## src/shared/adc_seq_pkg.sv

```systemverilog
package adc_seq_pkg;
    localparam int DIV_SEL_W = 3;
    localparam int PRESCALE_W = 7;
    localparam int PHASE_W = 4;
    // Conversion clock ticks per phase
    localparam logic [PHASE_W-1:0] SAMPLE_TICKS = 4'h4;
    localparam logic [PHASE_W-1:0] CONVERT_TICKS = 4'hc;
    // Input source codes that route the external channel
    localparam logic [2:0] SRC_EXT_A = 3'h0;
    localparam logic [2:0] SRC_EXT_B = 3'h4;
    // Reference source code ranges
    localparam logic [3:0] REF_VDD_LOW = 4'h0;
    localparam logic [3:0] REF_VDD_HIGH_FIRST = 4'hd;
    localparam logic [3:0] REF_BG_FIRST = 4'ha;
    localparam logic [3:0] REF_BG_LAST = 4'hc;
    // Values after reset
    localparam logic [PRESCALE_W-1:0] PRESCALE_RESET = 7'h00;
    localparam logic [PHASE_W-1:0] PHASE_COUNT_RESET = 4'h0;
    localparam logic [3:0] CHANNEL_RESET = 4'h0;
    localparam logic [3:0] REFSEL_RESET = 4'h0;
    localparam logic [2:0] SRCSEL_RESET = 3'h0;

    typedef enum logic [1:0] {
        SEQ_IDLE,
        SEQ_SAMPLE,
        SEQ_CONVERT
    } seq_state_t;
endpackage : adc_seq_pkg

```

## src/rtl/adc_conversion_sequencer.sv

```systemverilog
// How it works
// - Conversion clock is system clock divided by 2^select, 000 none, 111 by 128.
// - Analog circuitry is powered only while the power-on bit is high.
// - Conversion is 4 ticks of sampling then 12 of conversion, 16 total.
// - Conversion runs on its own; the processor keeps executing meanwhile.
// - An internal input source disconnects the external channel regardless of channel field.
// - Source codes 000 and 100 route the selected external channel, others internal.
// - Supply or bandgap reference switches off the external reference pin path.
// - A format bit selects how the result splits across high and low bytes.
// - Start bit low, high, low again launches a conversion.
// - Busy stays high during conversion and falls at completion with result valid.
// - Busy is set automatically once a conversion is accepted.
// - Completion sets the interrupt request flag and raises an interrupt when enabled.
// - Interrupt is serviced only when enabled and the return stack is not full.
`timescale 1ns/100ps
module adc_conversion_sequencer
    import adc_seq_pkg::*;
(
    input wire logic sys_clk_in, // System clock, 25 MHz
    input wire logic resetn_in, // Async reset, active low
    input wire logic [DIV_SEL_W-1:0] conv_clock_div_sel_in, // Prescaler select
    input wire logic converter_power_on_in, // Converter enable bit
    input wire logic [2:0] input_source_sel_in, // Input source field
    input wire logic [3:0] external_channel_sel_in, // External channel field
    input wire logic [3:0] reference_source_sel_in, // Reference source field
    input wire logic result_format_sel_in, // Result format bit
    input wire logic start_in, // Start bit as written by software
    input wire logic global_int_enable_in, // Global interrupt enable
    input wire logic conv_int_enable_in, // Converter interrupt enable
    input wire logic stack_full_in, // Return-address stack full
    input wire logic int_request_clear_in, // Software clear of request flag
    output logic analog_power_out, // Analog core power gate
    output logic sample_phase_out, // Sampling switch closed
    output logic convert_phase_out, // Successive approximation running
    output logic conv_tick_out, // Conversion clock tick to core
    output logic conv_busy_flag_out, // Conversion in progress
    output logic conv_done_out, // One-cycle completion pulse, result valid
    output logic conv_int_request_out, // Sticky interrupt request flag
    output logic conv_int_service_out, // Interrupt may be taken
    output logic external_channel_connect_out, // External channel switch on
    output logic [3:0] channel_mux_sel_out, // External channel mux select
    output logic [2:0] internal_signal_sel_out, // Internal signal select
    output logic external_reference_pin_on_out, // Reference path from pin on
    output logic [3:0] reference_mux_sel_out, // Reference mux select
    output logic result_format_out // Result layout select to result bytes
);
    typedef struct packed {
        seq_state_t state;
        logic [PHASE_W-1:0] phase_count;
        logic start_seen_high;
        logic power;
        logic tick;
        logic busy;
        logic done;
        logic int_request;
        logic int_service;
        logic ext_connect;
        logic [3:0] channel;
        logic [2:0] internal_sel;
        logic ext_ref_on;
        logic [3:0] ref_sel;
        logic format;
        logic sample;
        logic convert;
    } seq_reg_t;

    seq_reg_t r;
    seq_reg_t next_r;
    logic tick;
    logic start_accept;
    logic ref_internal;
    logic src_external;

    conv_prescaler u_prescaler (
        .sys_clk_in(sys_clk_in),
        .resetn_in(resetn_in),
        .div_sel_in(conv_clock_div_sel_in),
        .tick_out(tick)
    );

    always_comb begin
        src_external = (input_source_sel_in == SRC_EXT_A) ||
                       (input_source_sel_in == SRC_EXT_B);
        ref_internal = (reference_source_sel_in == REF_VDD_LOW) ||
                       (reference_source_sel_in >= REF_VDD_HIGH_FIRST) ||
                       ((reference_source_sel_in >= REF_BG_FIRST) &&
                        (reference_source_sel_in <= REF_BG_LAST));
        // Full low-high-low pulse, accepted on the falling edge
        start_accept = r.start_seen_high && !start_in && converter_power_on_in &&
                       (r.state == SEQ_IDLE);
        next_r = r;
        next_r.done = 1'b0;
        next_r.tick = tick;
        next_r.power = converter_power_on_in;
        if (start_in) begin
            next_r.start_seen_high = 1'b1;
        end else begin
            next_r.start_seen_high = 1'b0;
        end
        case (r.state)
            SEQ_IDLE: begin
                if (start_accept) begin
                    next_r.state = SEQ_SAMPLE;
                    next_r.phase_count = PHASE_COUNT_RESET;
                    next_r.busy = 1'b1;
                end
            end
            SEQ_SAMPLE: begin
                if (tick) begin
                    if (r.phase_count == SAMPLE_TICKS - 4'h1) begin
                        next_r.state = SEQ_CONVERT;
                        next_r.phase_count = PHASE_COUNT_RESET;
                    end else begin
                        next_r.phase_count = r.phase_count + 4'h1;
                    end
                end
            end
            SEQ_CONVERT: begin
                if (tick) begin
                    if (r.phase_count == CONVERT_TICKS - 4'h1) begin
                        next_r.state = SEQ_IDLE;
                        next_r.phase_count = PHASE_COUNT_RESET;
                        next_r.busy = 1'b0;
                        next_r.done = 1'b1;
                    end else begin
                        next_r.phase_count = r.phase_count + 4'h1;
                    end
                end
            end
            default: begin
                next_r.state = SEQ_IDLE;
                next_r.phase_count = PHASE_COUNT_RESET;
                next_r.busy = 1'b0;
            end
        endcase
        // Abort takes priority over completion
        if (!converter_power_on_in) begin
            next_r.state = SEQ_IDLE;
            next_r.phase_count = PHASE_COUNT_RESET;
            next_r.busy = 1'b0;
            next_r.done = 1'b0;
        end
        // Set wins over a clear in the same cycle
        if (next_r.done) begin
            next_r.int_request = 1'b1;
        end else if (int_request_clear_in) begin
            next_r.int_request = 1'b0;
        end
        next_r.int_service = r.int_request && global_int_enable_in &&
                             conv_int_enable_in && !stack_full_in;
        next_r.ext_connect = src_external && converter_power_on_in;
        next_r.channel = external_channel_sel_in;
        next_r.internal_sel = input_source_sel_in;
        next_r.ext_ref_on = !ref_internal && converter_power_on_in;
        next_r.ref_sel = reference_source_sel_in;
        next_r.format = result_format_sel_in;
        // Phase outputs decoded ahead so they leave straight from flip-flops
        next_r.sample = (next_r.state == SEQ_SAMPLE);
        next_r.convert = (next_r.state == SEQ_CONVERT);
    end

    always_ff @(posedge sys_clk_in or negedge resetn_in) begin
        if (!resetn_in) begin
            r <= '{state: SEQ_IDLE, phase_count: PHASE_COUNT_RESET, channel: CHANNEL_RESET,
                   internal_sel: SRCSEL_RESET, ref_sel: REFSEL_RESET, default: 1'b0};
        end else begin
            r <= next_r;
        end
    end

    assign analog_power_out = r.power;
    assign sample_phase_out = r.sample;
    assign convert_phase_out = r.convert;
    assign conv_tick_out = r.tick;
    assign conv_busy_flag_out = r.busy;
    assign conv_done_out = r.done;
    assign conv_int_request_out = r.int_request;
    assign conv_int_service_out = r.int_service;
    assign external_channel_connect_out = r.ext_connect;
    assign channel_mux_sel_out = r.channel;
    assign internal_signal_sel_out = r.internal_sel;
    assign external_reference_pin_on_out = r.ext_ref_on;
    assign reference_mux_sel_out = r.ref_sel;
    assign result_format_out = r.format;

    // Helper counters of ticks seen in each phase
    logic [PHASE_W:0] chk_sample_ticks;
    logic [PHASE_W:0] chk_convert_ticks;
    always_ff @(posedge sys_clk_in or negedge resetn_in) begin
        if (!resetn_in) begin
            chk_sample_ticks <= 5'h00;
            chk_convert_ticks <= 5'h00;
        end else begin
            chk_sample_ticks <= !sample_phase_out ? 5'h00 :
                                chk_sample_ticks + {4'h0, tick};
            chk_convert_ticks <= !convert_phase_out ? 5'h00 :
                                 chk_convert_ticks + {4'h0, tick};
        end
    end

    a_start_sets_busy: assert property (@(posedge sys_clk_in) disable iff (!resetn_in)
        start_accept |=> conv_busy_flag_out && sample_phase_out)
        else $error("accepted start did not set busy");
    a_sample_four_ticks: assert property (@(posedge sys_clk_in) disable iff (!resetn_in)
        $rose(convert_phase_out) |-> chk_sample_ticks == 5'h04)
        else $error("sampling phase length wrong");
    a_convert_twelve_ticks: assert property (@(posedge sys_clk_in) disable iff (!resetn_in)
        conv_done_out |-> $past(chk_convert_ticks) == 5'h0b && $past(tick))
        else $error("conversion phase length wrong");
    a_done_sets_flag: assert property (@(posedge sys_clk_in) disable iff (!resetn_in)
        conv_done_out |-> conv_int_request_out && !conv_busy_flag_out && $past(conv_busy_flag_out))
        else $error("completion did not set request or clear busy");
    a_abort_no_int: assert property (@(posedge sys_clk_in) disable iff (!resetn_in)
        !converter_power_on_in |=> !conv_busy_flag_out && !conv_done_out && !analog_power_out)
        else $error("power off did not abort quietly");
    a_request_held: assert property (@(posedge sys_clk_in) disable iff (!resetn_in)
        conv_int_request_out && !int_request_clear_in |=> conv_int_request_out)
        else $error("request flag lost without clear");
    a_service_gate: assert property (@(posedge sys_clk_in) disable iff (!resetn_in)
        conv_int_service_out |-> !$past(stack_full_in) && $past(conv_int_enable_in) &&
            $past(global_int_enable_in) && $past(conv_int_request_out))
        else $error("interrupt serviced while not allowed");
    a_ext_channel_off: assert property (@(posedge sys_clk_in) disable iff (!resetn_in)
        (input_source_sel_in != SRC_EXT_A && input_source_sel_in != SRC_EXT_B)
            |=> !external_channel_connect_out)
        else $error("external channel connected with internal source");
    a_ext_ref_off: assert property (@(posedge sys_clk_in) disable iff (!resetn_in)
        (reference_source_sel_in == REF_VDD_LOW || reference_source_sel_in >= REF_BG_FIRST)
            |=> !external_reference_pin_on_out)
        else $error("reference pin path on with internal reference");
endmodule : adc_conversion_sequencer

```

## src/rtl/conv_prescaler.sv

```systemverilog
`timescale 1ns/100ps
module conv_prescaler
    import adc_seq_pkg::*;
(
    input wire logic sys_clk_in, // System clock
    input wire logic resetn_in, // Async reset, active low
    input wire logic [DIV_SEL_W-1:0] div_sel_in, // Division 2^div_sel
    output logic tick_out // One-cycle conversion clock tick
);
    typedef struct packed {
        logic [PRESCALE_W-1:0] count;
        logic tick;
    } pre_state_t;

    pre_state_t r;
    pre_state_t next_r;
    logic [PRESCALE_W-1:0] mask;

    always_comb begin
        mask = PRESCALE_W'((8'h01 << div_sel_in) - 8'h01);
        next_r = r;
        next_r.count = r.count + 7'h01;
        next_r.tick = ((r.count & mask) == mask);
    end

    always_ff @(posedge sys_clk_in or negedge resetn_in) begin
        if (!resetn_in) begin
            r <= '{count: PRESCALE_RESET, tick: 1'b0};
        end else begin
            r <= next_r;
        end
    end

    assign tick_out = r.tick;
endmodule : conv_prescaler

```

## config.mk

```make
export PLATFORM = sky130hd
export DESIGN_NAME = adc_conversion_sequencer
export DESIGN_NICKNAME = d
export VERILOG_FILES = /design/src/shared/adc_seq_pkg.sv /design/src/rtl/adc_conversion_sequencer.sv /design/src/rtl/conv_prescaler.sv
export SDC_FILE = /design/constraint.sdc
export NUM_CORES = 1
export LEC_CHECK = 0
export CAP_MARGIN = 20
export CORE_MARGIN = 10
export CORE_UTILIZATION = 55
export CTS_CLUSTER_SIZE = 25
export DETAILED_ROUTE_END_ITERATION = 10
export DONT_BUFFER_PORTS = 1
export PLACE_DENSITY = 0.83
export SLEW_MARGIN = 20
export SYNTH_ARGS = -nofsm -noshare
export SYNTH_HDL_FRONTEND = slang
export SYNTH_SLANG_ARGS = --single-unit
export TNS_END_PERCENT = 5
```

## constraint.sdc

```tcl
create_clock -name sys_clk_in -period 1.3 [get_ports sys_clk_in]
set_clock_uncertainty 0.1 [all_clocks]
set_input_delay 0.26 -clock sys_clk_in [delete_from_list [all_inputs] [get_ports sys_clk_in]]
set_output_delay 0.26 -clock sys_clk_in [all_outputs]
set_load 0.01 [all_outputs]
```

# Yosys cells after proc, flatten, opt, wreduce, memory -nomap -nowiden
# Index checks and enable logic that the tools add are counted.
dict set report totals {
  register_bits 37
  latch_bits 0
  mem_bits_rw 0
  mem_bits_ro 0
  inputBits 23
  elab_cells 79
  mem_count 0
}
dict set report classes {
  addsub 3
  multipliers 0
  div_mod_pow 0
  order_cmp 3
  eq_ne 13
  shifts 1
  n_mux 18
  bitwise 1
  n_reduce_logical 21
}
# operator n
set ops {}
lappend ops {{$mux 6} 4}
lappend ops {{$pmux 6 s3} 1}
lappend ops {{$mux 2} 5}
lappend ops {{$logic_and 1x1->1} 9}
lappend ops {{$ge 4x4->1 const B} 2}
lappend ops {{$mux 4} 2}
lappend ops {{$add 7x1->7 const B} 1}
lappend ops {{$and 7x7->7} 1}
lappend ops {{$eq 7x7->1} 1}
lappend ops {{$shl 1x3->7 const A} 1}
lappend ops {{$sub 7x1->7 const B} 1}
lappend ops {{$ne 3x2->1 const B} 2}
lappend ops {{$ne 3x3->1 const B} 2}
lappend ops {{$mux 1} 5}
lappend ops {{$add 4x1->4 const B} 1}
lappend ops {{$eq 2x1->1 const B} 2}
lappend ops {{$eq 2x2->1 const B} 2}
lappend ops {{$eq 4x2->1 const B} 1}
lappend ops {{$eq 4x4->1 const B} 1}
lappend ops {{$le 4x4->1 const B} 1}
lappend ops {{$logic_not 4->1} 1}
lappend ops {{$reduce_and 4->1} 1}
lappend ops {{$eq 3x3->1 const B} 1}
lappend ops {{$logic_not 1->1} 3}
lappend ops {{7 further kinds} 9}

# Logic depth before layout (Yosys ltp)
dict set report depth {
  word_depth 8
  depth_mapped 5
  mapped_depth_nobuf 5
}

# Modules after synthesis
# A second synthesis with hierarchy kept.
dict set report hier_totals {
  hier_cells 119
  hier_area_um2 1500.2
}
# mod n_inst cells_per_inst area_each_um2 seq_area_each_um2
set modules_own_cells {}
lappend modules_own_cells {adc_conversion_sequencer 1 90 1149.9 725.7}
lappend modules_own_cells {conv_prescaler 1 29 350.3 200.2}

# Least setup slack after synthesis
# OpenSTA, ideal clock, no wires.
dict set report synth_timing {
  kind {register to register}
  startpoint {register r[23] (netlist bit)}
  endpoint {register r[26] (netlist bit)}
  setup_ps 124
  arrival_ps 1126
  path_slack_ps -50
  path_stages_with_launch 6
  n_path_buf 0
  cell_sequence {dfrtp_1 -> ha_1 -> nand3b_1 -> a211oi_1 -> a2111oi_0 -> or2_1}
}
dict set report synth_between {
  elab_chain_len 5
}
# element line
set synth_rtl {}
lappend synth_rtl {{start: declaration} adc_conversion_sequencer.sv:67} ;# seq_reg_t r;
lappend synth_rtl {{start signal: assignment} adc_conversion_sequencer.sv:164} ;# r <= '{state: SEQ_IDLE, phase_count: PHASE_COUNT_RESET, channel: CHANNEL_RESET,
lappend synth_rtl {{start signal: assignment} adc_conversion_sequencer.sv:167} ;# r <= next_r;
lappend synth_rtl {{$add 4x1->4 (tied with other cells)} {adc_conversion_sequencer.sv:114, adc_conversion_sequencer.sv:126}}
lappend synth_rtl {{$mux 4, on equally long branches} {adc_conversion_sequencer.sv:120, adc_conversion_sequencer.sv:110}}
lappend synth_rtl {{$mux 6, on equally long branches} {adc_conversion_sequencer.sv:119, adc_conversion_sequencer.sv:109}}
lappend synth_rtl {{$pmux 6 s3 (*)} adc_conversion_sequencer.sv:100} ;# case (r.state)
lappend synth_rtl {{$mux 6 (*)} adc_conversion_sequencer.sv:137} ;# if (!converter_power_on_in) begin
# Mark *: on every way between the ends. The rest lies on a longest branch, timed or not. The select of a mux whose other input is x is not followed.
# A chain may end at the register's enable or synchronous reset.

# Final worst setup path
dict set report layout_timing {
  startpoint {register r[28] (netlist bit)}
  endpoint {register r[23] (netlist bit)}
}
dict set report layout_between {
  elab_chain_len 4
}
# element line
set layout_rtl {}
lappend layout_rtl {{$logic_not 2->1} {adc_conversion_sequencer.sv:90, adc_conversion_sequencer.sv:100}}
lappend layout_rtl {{$logic_and 1x1->1} adc_conversion_sequencer.sv:89} ;# start_accept = r.start_seen_high && !start_in && converter_power_on_in &&
lappend layout_rtl {{$ne 3x3->1 (no source line)} n/a}
lappend layout_rtl {{$reduce_and 3->1 (no source line)} n/a}
# Parallel ways exist; a longest one is shown, timed or not.

==> run_results.csv <==
group,metric,value,unit
placed_design,place.gp.congestion,0.871,
die,ios,45,
sta,fmax,0.709,GHz
setup_path,r2r_cells,4,
die,rows,18,
power_and_ir_drop,pwr_density_cell,1090,nW/um^2
power_and_ir_drop,max-vdd-ir-drop,0.937,mV
sta,fin_crit_sh,108,%
layout,seq_area,930,sq um
yosys,async_flop_share,100,%
layout,diodes,0,
placed_design,place.detailed.hpwl,2140,microns
die,dieArea,5250,sq um
placed_design,pre_cts_slack,-0.166,ns
cts,cts_made_buffers,5,
yosys,synth_nets,149,
cts,cts_root_buffer,"clkbuf_4",
layout,area_growth,19.8,%
power_and_ir_drop,p_leak,0.000817,uW
route,ant_nets,0,
setup_path,cp_max_fo,8,
outcome,violations,"negative setup slack",
layout,nets,171,
route,first_pass_iters,4,
sta,worst_slack,-0.110,ns
sta,setup_viol_count_final,7,
sta,whs,0.0241,ns
die,die_y,72.5,microns
setup_path,start_kind,"register",
grt,grt_pass1_vias,1026,
yosys,synth-edff-count,0,
cts,htreeDepth,2,
grt,grt_max_degree,38,
worst_hold_path,whs_path_depth,2,
layout,final_cell_area,1810,sq um
setup_path,path_class,"register to register",
route,drc,0,
grt,antenna_found_initial,0,
route,drt-total-wl,3210,microns
route,via_count,1009,
sta,timing.final.hold_violations,0,
layout,multi_input_area,494,sq um
die,start_util,59.5,%
yosys,ys.flop_type,"dfrtp_1",
setup_path,end_kind,"register",
layout,drive_gt1_share,19.9,%
sta,rsz0062_at_grt,"true",
placed_design,dp_cells,147,
yosys,avgSynthCellArea,12.2,sq um
die,fp.dieW,72.5,microns
sta,tightest_slew,0.326,ns
yosys,synth_seq_cells,37,
yosys,syn-cell-area,1510,sq um
sta,final_max_slew_viol_count,0,
route,vias_per_cell,5.73,
setup_path,r2r_slack,-0.11,ns
setup_path,r2r_end,"r[23]$_DFFE_PN0P_",
yosys,synth_warnings,0,
outcome,status,"finished, violations left",
cts,cts_buffer_depth,2,
layout,n_fill_cell,151,
yosys,synthCells,124,
route,wire_per_inst,18.2,microns
grt,grt_pass1_wl,5000,microns
placed_design,dpl_cell_area,1500,sq um
setup_path,cp-endpoint,"r[23]$_DFFE_PN0P_",
cts,clkTransAtPathRegs,0.10,ns
die,core_region_area,2540,sq um
placed_design,port_buffers,0,
grt,overflow,0,
run,max-cap-violations,0,
cts,clock_latency,0.33,ns
worst_hold_path,min-delay-path-class,"input pin to register",
sta,period_minus_slack,1.41,ns
layout,final_cells,176,
setup_path,crit_arrival,1.58,ns
yosys,ys_seq_area_share,61.2,%
route,dr.first_iter.drc_count,93,
setup_path,crit_path_start,"r[28]$_DFF_PN0_",
setup_path,crit_required,1.47,ns
cts,clock-sinks,37,
yosys,ys_types,37,
sta,relSlewSlack,78.2,%
setup_path,timing.rr.start,"r[28]$_DFF_PN0_",
cts,cts_tree,"yes",
grt,gr-usage-all-layers,12.2,%
-- cell usage after synthesis, types with 2 or more instances --
master     n  area [sq um]
nand3b_1   2          15.0
o21ai_0    2          10.0
o21ai_1    2          10.0
inv_1      7          26.3
a21oi_1    2          10.0
nand3_1    5          25.0
nand4_1    2          12.5
and4_1     2          17.5
xnor2_1    4          35.0
dfrtp_1   37           926
o22ai_1    2          12.5
nor3_1     5          25.0
nand2_1   10          37.5
nor2_1     3          11.3
buf_4     12          90.1
a211o_1    2          17.5
nor2_2     2          12.5
and3_1     3          18.8
ha_1       2          25.0
-- logic make-up (layout without fill, tap and decap cells) --
group           after synthesis  count (layout)  synth area share [%]
xor+xnor                      6               6                  4.71
simple gates                 39              39                  14.4
mux                           1               1                 0.744
fa+ha+maj                     2               2                  1.65
flops                        37              37                  61.2
buf+inv                      20              42                  8.43
compound gates               19              19                  8.93
-- registers in the layout (all words and copies together), names as in the netlist, 3 cells and up --
register and flops:
u_prescaler.r 7, r 7, reference_mux_sel_out 4, internal_signal_sel_out 3, channel_mux_sel_out 4
-- layer usage --
| layer | wire length, microns | global-route usage, % | vias up |
|---|---|---|---|
| met4 | 85 | 6.75 | 0 |
| li1 | - | - | 469 |
| met2 | 1650 | 19.7 | 39 |
| met1 | 1160 | 12.3 | 490 |
| met3 | 319 | 6.67 | 11 |
| met5 | 0 | 0 | - |
-- power by group --
part	internal (uW)	switching, uW
clock network	255	338
registers	1190	42.5
logic	86.6	69.9
total	1530	450
-- cell type report --
type,count,share of cell area [%]
inverters,7,1.45
repair buffers,28,14.9
multi-input cells,67,27.3
clock buffers,7,3.04
flip-flops and latches,37,51.3
well taps,30,2.07
-- worst min-delay path by stage --
stage / start / to / slack (ns)
2_1_floorplan: resetn_in / analog_power_out$_DFF_PN0_ / -0.14
3_3_place_gp: resetn_in / internal_signal_sel_out[2]$_DFF_PN0_ / -0.13
4_1_cts: conv_clock_div_sel_in[1] / u_prescaler.tick_out$_DFF_PN0_ / 0.004
6_report: conv_clock_div_sel_in[1] / u_prescaler.tick_out$_DFF_PN0_ / 0.02
3_5_place_dp: resetn_in / internal_signal_sel_out[2]$_DFF_PN0_ / -0.13
5_1_grt: conv_clock_div_sel_in[1] / u_prescaler.tick_out$_DFF_PN0_ / 0.02
-- what timing repair did --
action,in CTS,in global routing
pin swaps,0,2
hold buffers,19,1
endpoints found under the hold margin,62,1
buffers inserted,0,2
setup endpoints to repair,11,11
resized for setup,5,5
-- critical path: stages, from the launching register on --
cell     delay, ns
dfrtp_2       0.52
xor2_4        0.26
a22oi_2       0.11
mux2_2        0.28
nor2_2        0.07
-- cell usage in the layout, fill, tap and decap left out, types with 3 or more instances in the layout --
| cell type | n |
|---|---|
| and3_1 | 3 |
| dfrtp_1 | 34 |
| xnor2_1 | 4 |
| buf_4 | 8 |
| dlygate4sd3_1 | 19 |
| clkbuf_4 | 5 |
| nand3_1 | 5 |
| inv_1 | 7 |
| nand2_1 | 9 |
| nor3_1 | 4 |
| dfrtp_2 | 3 |
-- metrics by stage --
stage / utilization [%] / power (uW) / setup TNS (ns)
after CTS: 69.6 / 1990 / -0.324
after detailed placement: 58.8 / 1320 / -0.620
after global routing: 71.2 / 2070 / -0.965
after floorplan: - / 1320 / -0.0145
final: 71.2 / 1980 / -0.486
after global placement: 58.8 / 1320 / -0.405
Note: power is estimated with default switching activity, not from simulation.
